**src/rtl/pipe_params.svh**
```systemverilog
// Purpose: constants of the four-phase pipeline: field positions, reset values.
// Assumes: 16-bit instruction words, one fetch per cycle.
// Notes: the types live in pipe_pkg.
// How it works
// - each unstalled fetch takes the next program word and bumps the counter.
// - indirect pointer post-modification happens in the decode phase.
// - operand read uses the pointer value from before the decode update.
// - mapped accumulator store to a pointer lands in execute; same-cycle decode collides.
// - a two-word instruction has its second word fetched in the next slot.
// - the decode slot holding a second word is a dummy through all phases.
// - immediate pointer load does no decode arithmetic, writes pointer in execute.
// - immediate accumulator load skips operand read, loads accumulator in execute.
// - mapped store reads no data, no decode arithmetic, writes only in execute.
// - memory accumulator load takes the word read one cycle earlier.
// - add sums the prior-cycle operand with the accumulator, writes it back.
// - no-operation passes as dummies and changes no state.
`ifndef PIPE_PARAMS_SVH
`define PIPE_PARAMS_SVH

`define OP_MSB 15
`define OP_LSB 12
`define ARP_LOAD_BIT 6
`define ARP_MSB 9
`define ARP_LSB 7
`define MOD_MSB 5
`define MOD_LSB 4
`define TGT_MSB 3
`define TGT_LSB 0
`define TGT_INDEX 4'h8
`define PC_RESET 16'h0000
`define ARP_RESET 3'h0
`define WORD_RESET 16'h0000

`endif

```
**src/rtl/pipe_pkg.sv**
```systemverilog
// Purpose: types shared by the pipeline.
// Assumes: opcode sits in the top nibble of the instruction word.
// Notes: unknown opcodes decode as no-operation.
package pipe_pkg;
    typedef enum logic [3:0] {
        OP_NOP = 4'h0,
        OP_LDACC_IMM = 4'h1,
        OP_LDACC_IND = 4'h2,
        OP_ADD_IND = 4'h3,
        OP_LDPTR_IMM = 4'h4,
        OP_STORE_MAPPED = 4'h5
    } opcode_e;
    typedef enum logic [1:0] {
        MOD_NONE = 2'h0,
        MOD_INC = 2'h1,
        MOD_DEC = 2'h2,
        MOD_INDEX = 2'h3
    } ptr_mod_e;
endpackage

```
**src/rtl/four_stage_pipeline.sv**
```systemverilog
// Purpose: fetch, decode, operand read and execute phases with pointer updates.
// Assumes: program and data memories answer combinationally to the registered
//          addresses this block drives; fetchStall comes from same-clock logic.
// Notes: a stall during a pending second word is not supported.
`timescale 1ns/10ps
`include "pipe_params.svh"

module four_stage_pipeline #(
    parameter int DW = 16,
    parameter int NPTR = 8
) (
    input wire logic sys_clk, // core clock
    input wire logic rst_n, // async reset, active low
    input wire logic fetchStall, // hold fetch this cycle
    input wire logic [15:0] progData, // word at progAddr
    output logic [15:0] progAddr, // program counter
    input wire logic [DW-1:0] dataRdData, // word at dataRdAddr
    output logic [DW-1:0] dataRdAddr, // operand read address
    output logic dataRdEn, // operand read active
    output logic [DW-1:0] accumulatorReg, // accumulator
    output logic [DW-1:0] auxPointerTwo, // pointer two
    output logic ptrCollision // execute write met decode update
);
    localparam int SW = $clog2(NPTR);

    logic [15:0] pc_r;
    logic [15:0] decWord_r;
    logic decValid_r;
    logic decSecond_r;
    pipe_pkg::opcode_e rdOp_r;
    logic [3:0] rdTgt_r;
    pipe_pkg::opcode_e exOp_r;
    logic [3:0] exTgt_r;
    logic [DW-1:0] exImm_r;
    logic [DW-1:0] exOperand_r;
    logic [DW-1:0] acc_r;
    logic [DW-1:0] index_r;
    logic [SW-1:0] arp_r;
    logic [DW-1:0] arFile_r [NPTR];
    logic [DW-1:0] dataRdAddr_r;
    logic dataRdEn_r;
    logic collision_r;

    pipe_pkg::opcode_e decOp;
    logic decIndirect;
    logic decTwoWord;
    pipe_pkg::ptr_mod_e decMod;
    logic [DW-1:0] curPtr;
    logic [DW-1:0] ptr_nxt;
    logic exPtrWrite;
    logic [SW-1:0] exPtrIdx;
    logic [DW-1:0] exPtrVal;

    // map the opcode field, unknown codes become no-operation
    function automatic pipe_pkg::opcode_e mapOp(input logic [15:0] w);
        pipe_pkg::opcode_e o;
        o = pipe_pkg::OP_NOP;
        case (w[`OP_MSB:`OP_LSB])
            4'h1: o = pipe_pkg::OP_LDACC_IMM;
            4'h2: o = pipe_pkg::OP_LDACC_IND;
            4'h3: o = pipe_pkg::OP_ADD_IND;
            4'h4: o = pipe_pkg::OP_LDPTR_IMM;
            4'h5: o = pipe_pkg::OP_STORE_MAPPED;
            default: o = pipe_pkg::OP_NOP;
        endcase
        return o;
    endfunction

    // decode phase: opcode, addressing and post-modified pointer
    always_comb begin
        decOp = pipe_pkg::OP_NOP;
        if (decValid_r && !decSecond_r) begin
            decOp = mapOp(decWord_r);
        end
        // only indirect ops touch the pointer unit
        decIndirect = (decOp == pipe_pkg::OP_LDACC_IND) || (decOp == pipe_pkg::OP_ADD_IND);
        decTwoWord = (decOp == pipe_pkg::OP_LDACC_IMM) || (decOp == pipe_pkg::OP_LDPTR_IMM);
        decMod = pipe_pkg::ptr_mod_e'(decWord_r[`MOD_MSB:`MOD_LSB]);
        curPtr = arFile_r[arp_r];
        case (decMod)
            pipe_pkg::MOD_INC: ptr_nxt = curPtr + {{(DW-1){1'b0}}, 1'b1};
            pipe_pkg::MOD_DEC: ptr_nxt = curPtr - {{(DW-1){1'b0}}, 1'b1};
            pipe_pkg::MOD_INDEX: ptr_nxt = curPtr + index_r;
            default: ptr_nxt = curPtr;
        endcase
    end

    // execute-phase pointer write from mapped store or immediate load
    always_comb begin
        exPtrWrite = 1'b0;
        exPtrVal = acc_r;
        exPtrIdx = exTgt_r[SW-1:0];
        if (exOp_r == pipe_pkg::OP_STORE_MAPPED && exTgt_r < 4'(NPTR)) begin
            exPtrWrite = 1'b1;
        end
        if (exOp_r == pipe_pkg::OP_LDPTR_IMM && exTgt_r < 4'(NPTR)) begin
            exPtrWrite = 1'b1;
            exPtrVal = exImm_r;
        end
    end

    // fetch phase: program counter
    always_ff @(posedge sys_clk or negedge rst_n) begin
        if (!rst_n) begin
            pc_r <= `PC_RESET;
        end else if (!fetchStall) begin
            pc_r <= pc_r + 16'h0001;
        end
    end

    // fetch to decode slot; a stall inserts a dummy
    always_ff @(posedge sys_clk or negedge rst_n) begin
        if (!rst_n) begin
            decWord_r <= `WORD_RESET;
            decValid_r <= 1'b0;
            decSecond_r <= 1'b0;
        end else if (fetchStall) begin
            decValid_r <= 1'b0;
            decSecond_r <= 1'b0;
        end else begin
            decWord_r <= progData;
            decValid_r <= 1'b1;
            // mark the following word as operand
            decSecond_r <= decTwoWord;
        end
    end

    // pointer file: decode post-modify and execute writes
    always_ff @(posedge sys_clk or negedge rst_n) begin
        if (!rst_n) begin
            for (int i = 0; i < NPTR; i++) begin
                arFile_r[i] <= `WORD_RESET;
            end
            arp_r <= SW'(`ARP_RESET);
            collision_r <= 1'b0;
        end else begin
            if (decIndirect && decMod != pipe_pkg::MOD_NONE) begin
                arFile_r[arp_r] <= ptr_nxt;
            end
            if (exPtrWrite) begin
                arFile_r[exPtrIdx] <= exPtrVal;
            end
            collision_r <= exPtrWrite && decIndirect && decMod != pipe_pkg::MOD_NONE
                && exPtrIdx == arp_r;
            if (decIndirect && decWord_r[`ARP_LOAD_BIT]) begin
                arp_r <= SW'(decWord_r[`ARP_MSB:`ARP_LSB]);
            end
        end
    end

    // decode to read slot, driving the data read address
    always_ff @(posedge sys_clk or negedge rst_n) begin
        if (!rst_n) begin
            rdOp_r <= pipe_pkg::OP_NOP;
            rdTgt_r <= 4'h0;
            dataRdAddr_r <= `WORD_RESET;
            dataRdEn_r <= 1'b0;
        end else begin
            rdOp_r <= decOp;
            rdTgt_r <= decWord_r[`TGT_MSB:`TGT_LSB];
            dataRdAddr_r <= curPtr;
            dataRdEn_r <= decIndirect;
        end
    end

    // read to execute slot: latch operand and immediate word
    always_ff @(posedge sys_clk or negedge rst_n) begin
        if (!rst_n) begin
            exOp_r <= pipe_pkg::OP_NOP;
            exTgt_r <= 4'h0;
            exImm_r <= `WORD_RESET;
            exOperand_r <= `WORD_RESET;
        end else begin
            exOp_r <= rdOp_r;
            exTgt_r <= rdTgt_r;
            // second word sits in decode while its owner is in read
            exImm_r <= decWord_r[DW-1:0];
            exOperand_r <= dataRdEn_r ? dataRdData : `WORD_RESET;
        end
    end

    // execute phase: accumulator
    always_ff @(posedge sys_clk or negedge rst_n) begin
        if (!rst_n) begin
            acc_r <= `WORD_RESET;
        end else begin
            case (exOp_r)
                pipe_pkg::OP_LDACC_IMM: acc_r <= exImm_r;
                pipe_pkg::OP_LDACC_IND: acc_r <= exOperand_r;
                pipe_pkg::OP_ADD_IND: acc_r <= acc_r + exOperand_r;
                default: acc_r <= acc_r;
            endcase
        end
    end

    // execute phase: index register through mapped store
    always_ff @(posedge sys_clk or negedge rst_n) begin
        if (!rst_n) begin
            index_r <= `WORD_RESET;
        end else if (exOp_r == pipe_pkg::OP_STORE_MAPPED && exTgt_r == `TGT_INDEX) begin
            index_r <= acc_r;
        end
    end

    assign progAddr = pc_r;
    assign dataRdAddr = dataRdAddr_r;
    assign dataRdEn = dataRdEn_r;
    assign accumulatorReg = acc_r;
    assign auxPointerTwo = arFile_r[2];
    assign ptrCollision = collision_r;
endmodule

```
**config.mk**
```make
export PLATFORM = sky130hd
export DESIGN_NAME = four_stage_pipeline
export DESIGN_NICKNAME = d
export VERILOG_FILES = /design/src/rtl/pipe_pkg.sv /design/src/rtl/four_stage_pipeline.sv
export VERILOG_INCLUDE_DIRS = /design/src /design/src/rtl
export SDC_FILE = /design/constraint.sdc
export NUM_CORES = 1
export LEC_CHECK = 0
export BUFFER_PORTS_ARGS = -buffer_cell sky130_fd_sc_hd__buf_2
export CORE_MARGIN = 4
export CORE_UTILIZATION = 45
export DETAILED_ROUTE_END_ITERATION = 16
export PLACE_DENSITY = 0.71
export SETUP_SLACK_MARGIN = 0.3
export SLEW_MARGIN = 30
export SYNTH_ARGS = -nofsm -noshare
export SYNTH_HDL_FRONTEND = slang
export SYNTH_SLANG_ARGS = --single-unit
```
**constraint.sdc**
```tcl
create_clock -name sys_clk -period 6.1 [get_ports sys_clk]
set_input_delay 1.22 -clock sys_clk [delete_from_list [all_inputs] [get_ports sys_clk]]
set_output_delay 1.22 -clock sys_clk [all_outputs]
set_load 0.03 [all_outputs]
```
**Word level (Yosys, flattened, before mapping)**

Cells that the tools add are included.

- Bits of input ports: 35
- Register bits: 263

- Bitwise gates (word level): 2
- Magnitude comparators: 5
- Add/sub/neg operators: 5
- Equality and inequality tests: 19
- Mux-type cells: 21
- Reduce and logical (&&, ||, !) cells: 16

Operators with widths:

| kind | number |
|---|---|
| 128-bit bitwise mux | 2 |
| 128-bit 2-to-1 mux | 2 |
| 16-bit demux with 3-bit select | 2 |
| 16-bit 2-to-1 mux | 6 |
| 16-bit one-hot mux with 3 select lines | 2 |
| 16-bit binary-select mux with 3-bit select | 1 |
| 16-bit by 1-bit adder with 16-bit output (second input constant) | 2 |
| 16-bit adder | 2 |
| 4-bit by 2-bit equality test with 1-bit output (second input constant) | 6 |
| 4-bit by 3-bit equality test with 1-bit output (second input constant) | 5 |
| 16-bit by 1-bit subtractor with 16-bit output (second input constant) | 1 |
| 3-bit one-hot mux with 5 select lines | 1 |
| 4-bit by 1-bit equality test with 1-bit output (second input constant) | 3 |
| 1-bit logical AND | 11 |
| 4-bit >= comparator (second input constant) | 2 |
| 4-bit by 1-bit less-than comparator with 1-bit output (second input constant) | 2 |
| 3-bit NOT with 4-bit output | 2 |
| 2-bit equality test (second input constant) | 2 |
| 4-bit equality test (second input constant) | 1 |
| 4-bit less-than comparator (second input constant) | 1 |
| 1-bit 2-to-1 mux | 4 |
| 4-bit 2-to-1 mux | 1 |
| 3-bit equality test | 1 |
| 3-bit nonzero test | 1 |
| 4 further kinds | 5 |

**Logic depth before layout (Yosys ltp)**

- Depth after elaboration: 10
- Depth in mapped cells: 17
- Mapped depth without buffers: 14

**Worst setup path after synthesis**

No wires, ideal clock.

- Path kind: reg-to-reg
- Start: reg arp_r[2]
- End: reg arFile_r[14] (netlist name)
- Setup slack: 2.265 ns
- Library setup time: 0.095 ns
- Buffers on the path: 3
- Data required time: 6.005 ns
- Data arrival time: 3.740 ns
- Stages on the path, launching flop included: 15
- Path through: dfrtp_1 buf_2 buf_2 buf_1 mux2_2 a221oi_1 o22ai_1 ha_1 a21oi_1 o211ai_1 a31o_2 o41ai_2 mux2i_1 nor4_1 o31ai_1

- Cells in the longest elaborated chain, start to end: 10

RTL lines:

| what | line | source |
|---|---|---|
| start: declaration | four_stage_pipeline.sv:38 | `logic [SW-1:0] arp_r;` |
| start signal: assignment | four_stage_pipeline.sv:134 | `` arp_r <= SW'(`ARP_RESET); `` |
| start signal: assignment | four_stage_pipeline.sv:146 | `` arp_r <= SW'(decWord_r[`ARP_MSB:`ARP_LSB]); `` |
| 3-bit NOT with 4-bit output (not written as such) (*) | four_stage_pipeline.sv:79 | `curPtr = arFile_r[arp_r];` |
| 16-bit binary-select mux with 3-bit select (*) | four_stage_pipeline.sv:79 |  |
| 16-bit 2-to-1 mux (not written as such) (*) (2 in series) | four_stage_pipeline.sv:79 |  |
| via curPtr[8] | four_stage_pipeline.sv:48 | `logic [DW-1:0] curPtr;` |
| 16-bit adder (tied with other cells) | four_stage_pipeline.sv:83 | `pipe_pkg::MOD_INDEX: ptr_nxt = curPtr + index_r;` |
| 16-bit one-hot mux with 3 select lines (*) | four_stage_pipeline.sv:80 | `case (decMod)` |
| 128-bit bitwise mux (*) | four_stage_pipeline.sv:138 | `arFile_r[arp_r] <= ptr_nxt;` |
| 128-bit 2-to-1 mux (*) | four_stage_pipeline.sv:137 | `if (decIndirect && decMod != pipe_pkg::MOD_NONE) begin` |
| 128-bit bitwise mux | four_stage_pipeline.sv:141 | `arFile_r[exPtrIdx] <= exPtrVal;` |
| 128-bit 2-to-1 mux (*) | four_stage_pipeline.sv:140 | `if (exPtrWrite) begin` |
| end signal: indexed assignment | four_stage_pipeline.sv:132 | `` arFile_r[i] <= `WORD_RESET; `` |
| end signal: indexed assignment | four_stage_pipeline.sv:138 |  |
| end signal: indexed assignment | four_stage_pipeline.sv:141 |  |
| end: declaration | four_stage_pipeline.sv:39 | `logic [DW-1:0] arFile_r [NPTR];` |

The timed path passes the listed nets; every way through them passes the cells marked *. The select of a mux whose other input is x is not followed.
A chain may end at the register's enable or synchronous reset.

**Final worst setup path**

- Start: reg arp_r[0]
- End: reg arFile_r[46] (netlist name)

The elaborated chain is that of the path after synthesis.

==> results.sh <==
export IMPL_period_needed_ns=5.014
export IMPL_critPathBufInv=1
export IMPL_cpMaxStageDelayCell="dfrtp_2"
export IMPL_start_util_pct=45.74
export IMPL_worst_slew_pin_slew_ns=1.057
export IMPL_pwr_share_clk_pct=24.9
export IMPL_dr_total_vias=11697
export IMPL_path_delay_family="compound AO/OA/AOI/OAI gates"
export IMPL_wirelength_um=43710
export IMPL_crit_fanout=27
export IMPL_cts_tree="done"
export IMPL_synth_fp_nets=1502
export IMPL_worstHoldPathType="reg2reg"
export IMPL_avgSynthCellArea_sq_um=9.478
export IMPL_antennaDiodeCount=0
export IMPL_crit_arrival_ns=5.47
export IMPL_cts_htree_levels=1
export IMPL_ctsResizeCount=0
export IMPL_drive_above_1_share_pct=16.56
export IMPL_placedInstanceArea_sq_um=14210
export IMPL_grt_max_degree=137
export IMPL_async_flop_share_pct=100.0
export IMPL_p_leak_nw=6.864
export IMPL_peakVddDrop_uv=310.3
export IMPL_clkTransAtPathRegs_ns=0.06
export IMPL_dpl_hpwl_um=29100
export IMPL_path_depth=14
export IMPL_max_cap_violations=0
export IMPL_post_route_cell_area_sq_um=15330
export IMPL_fin_worst_skew_ns=0.01304
export IMPL_clkLatencyLatePin_ns=0.56
export IMPL_core_rowCount=63
export IMPL_track_usage_pct=25.78
export IMPL_syn2layout_area_growth_pct=12.77
export IMPL_synth_top_area_share_pct=47.32
export IMPL_syn_inst=1434
export IMPL_switching_share_pct=42.63
export IMPL_cts_sinks=257
export IMPL_drc=0
export IMPL_grt_pass1_wl_um=67190
export IMPL_drtAntennaViolNets=0
export IMPL_path_cells="inv_1 -> nor2_1 -> nand2_1 -> o21ai_0 -> o21ai_0 -> o21ai_0 -> ha_1 -> a21oi_1 -> o211ai_1 -> a31o_2 -> o41ai_2 -> mux2i_1 -> nor4_1 -> o31ai_1"
export IMPL_p_seq_share_pct=34.3
export IMPL_holdBufCountCts=0
export IMPL_post_place_ws_ns=1.309
export IMPL_layout_cells_non_filler=1888
export IMPL_power_frac_comb_pct=40.9
export IMPL_die_h_um=181.8
export IMPL_synth_seq_cells=257
export IMPL_yosysTopAreaCell="dfrtp_1"
export IMPL_routedWlPerCell_um=23.15
export IMPL_pin_count=101
export IMPL_ys_flop_type="dfrtp_1"
export IMPL_setup_ws_ns=1.086
export IMPL_post_route_period_util_pct=82.19
export IMPL_synth_yosys_seq_area_share_pct=47.32
export IMPL_regToRegSetupSlack_ns=1.09
export IMPL_grt_pass1_vias=11312
export IMPL_max_freq_ghz=0.1995
export IMPL_cp_data_required_time_ns=6.56
export IMPL_port_buffers=100
export IMPL_fill_cells=2653
export IMPL_setup_worst_path_class="reg2reg"
export IMPL_max_stage_delay_ns=0.81
export IMPL_crit_path_end_kind="flip-flop"
export IMPL_postCtsSetupBuffers=0
export IMPL_hold_end="exOp_r[2]$_DFF_PN0_"
export IMPL_hold_start="rdOp_r[2]$_DFF_PN0_"
export IMPL_grt_overflow_total=0
export IMPL_rr_worst_depth=14
export IMPL_yosys_warnings=0
export IMPL_power_density_nw_per_um2=513.4
export IMPL_internal_power_mw=4.514
export IMPL_reg2reg_to="arFile_r[46]$_DFF_PN0_"
export IMPL_power_mw=7.869
export IMPL_slew_headroom_pct=29.31
export IMPL_r2r_start="arp_r[0]$_DFFE_PN0P_"
export IMPL_netlist_area_sq_um=13590
export IMPL_hold_path_depth=0
export IMPL_core_area_sq_um=29720
export IMPL_yosysUniqueCellTypes=67
export IMPL_gp_congestion=0.9929
export IMPL_place_inst=1834
export IMPL_synthTopCellsByArea="dfrtp_1 (47%), nand2_1 (5.8%), nor2_1 (4.4%)"
export IMPL_maxSlewViolCount=0
export IMPL_die_x_um=181.8
export IMPL_cts_buffers=29
export IMPL_root_buffer="clkbuf_16"
export IMPL_cts_buffer_depth=3
export IMPL_fin_tns_setup_ns=0
export IMPL_p_sw_mw=3.355
export IMPL_critPathLaunchType="flip-flop"
export IMPL_synth_edf_count=0
export IMPL_firstDrtPassIters=6
export IMPL_drt_iter0_drc=1636
export IMPL_antenna_found_initial=0
export IMPL_die_area_sq_um=33050
export IMPL_hold_viol=0
export IMPL_cp_common_cell="o21ai_0"
export IMPL_rsz0062_at_grt="false"
export IMPL_post_drt_via_cell_ratio=6.195
export IMPL_setup_violations=0
export IMPL_status="finished, final reports clean"
export IMPL_num_nets_final=1544
==> cell families after synthesis <==
family | Yosys count | synth area share [%]
AO/OA/AOI/OAI | 400 | 18.22
AND/OR/NAND/NOR | 482 | 15.69
multiplexers | 96 | 8.837
buffers and inverters | 129 | 4.409
XOR/XNOR | 37 | 2.384
flip-flops | 257 | 47.32
adder cells (fa/ha/maj) | 33 | 3.148
==> metrics by stage <==
step	utilization (%)	hold WS [ns]
after global routing	51.58	0.3555
after CTS	51.41	0.3526
after floorplan	-	0.3312
after global placement	47.74	0.3324
after detailed placement	47.81	0.3387
final	51.58	0.3523
==> flip-flops by register name, summed over array words and instances, names as in the netlist <==
name,cells
decValid_r,1
exImm_r,16
decSecond_r,1
index_r,16
ptrCollision,1
exOp_r,3
arFile_r,112
arp_r,3
rdOp_r,3
progAddr,16
dataRdEn,1
decWord_r,16
dataRdAddr,16
accumulatorReg,16
exOperand_r,16
auxPointerTwo,16
exTgt_r,4
==> synthesized netlist by cell type (all sizes together) (6+ instances only) <==
master / number
a21o: 9
o211ai: 10
nand2b: 6
nor2: 162
mux2i: 30
nor3b: 6
o21ai: 100
nand4: 9
a22oi: 12
o21a: 17
a211oi: 13
a21oi: 87
a221oi: 13
nor3: 13
clkbuf: 50
mux4: 14
mux2: 52
ha: 31
xor2: 10
o22ai: 33
o31ai: 10
nand3: 25
a31oi: 64
and2: 19
buf: 49
and3: 6
xnor2: 27
dfrtp: 257
inv: 29
nand2: 212
nor2b: 8
==> cell usage in the layout (no fill, tap or decap), types with 7 or more instances in the layout <==
master     instances
buf_2             99
inv_1             29
buf_4              8
a22oi_1           12
mux4_2            14
nand3_1           20
dfrtp_1          255
o31ai_1           10
a221oi_1          13
a21o_1             9
nor2_1           158
and2_1            18
a211oi_1          13
nand2_1          208
bufinv_16          7
nand4_1            9
o21a_1            17
o22ai_1           33
mux2_2            46
ha_1              31
nor3_1             9
mux2i_1           29
a31oi_1           64
clkbuf_16         29
o21ai_0           98
xor2_1            10
a21oi_1           87
nor2b_1            8
xnor2_1           27
o211ai_1          10
==> layer usage <==
layer | GRT usage, % | part of all wire [%] | vias up
li1 | - | - | 5181
met5 | 0 | 0 | -
met1 | 35.46 | 40 | 5625
met3 | 4.567 | 10 | 162
met4 | 12.82 | 6.0 | 0
met2 | 39.52 | 44 | 729
==> power groups by stage <==
stage / Combinational (mW) / Sequential, mW / Clock [mW]
after global routing: 3.44 / 2.74 / 2.05
after CTS: 3.15 / 2.68 / 1.97
after floorplan: 2.11 / 2.68 / 0
after detailed placement: 3.13 / 2.70 / 0
final: 3.22 / 2.70 / 1.96
after global placement: 3.08 / 2.69 / 0
==> how the worst max path moves through the flow <==
stage / end / slack (ns) / startpoint
final: arFile_r[46]$_DFF_PN0_ / 1.09 / arp_r[0]$_DFFE_PN0P_
after global routing: arFile_r[111]$_DFF_PN0_ / 0.88 / arp_r[0]$_DFFE_PN0P_
after CTS: arFile_r[30]$_DFF_PN0_ / 1.28 / arp_r[0]$_DFFE_PN0P_
after detailed placement: arFile_r[111]$_DFF_PN0_ / 1.31 / arp_r[0]$_DFFE_PN0P_
after global placement: arFile_r[46]$_DFF_PN0_ / 1.42 / arp_r[0]$_DFFE_PN0P_
after floorplan: arFile_r[14]$_DFF_PN0_ / 2.26 / arp_r[2]$_DFFE_PN0P_
==> worst register-to-register path: stages (launching register included) <==
cell,delay (ns)
dfrtp_2,0.81
inv_1,0.53
nor2_1,0.63
nand2_1,0.13
o21ai_0,0.11
o21ai_0,0.09
o21ai_0,0.23
ha_1,0.39
a21oi_1,0.15
o211ai_1,0.10
a31o_2,0.26
o41ai_2,0.44
mux2i_1,0.68
nor4_1,0.12
o31ai_1,0.25
==> cell type report <==
| type | count | area (sq um) | area share [%] |
|---|---|---|---|
| Timing Repair Buffer | 110 | 618.1 | 4.033 |
| Inverter | 30 | 112.6 | 0.7347 |
| Clock buffer | 39 | 813.3 | 5.306 |
| Clock inverter | 14 | 257.7 | 1.682 |
| Sequential cell | 257 | 6434 | 41.98 |
| Tap cell | 390 | 488.0 | 3.184 |
| Multi-Input combinational cell | 1048 | 6604 | 43.09 |
(Power assumes the default switching activity.)
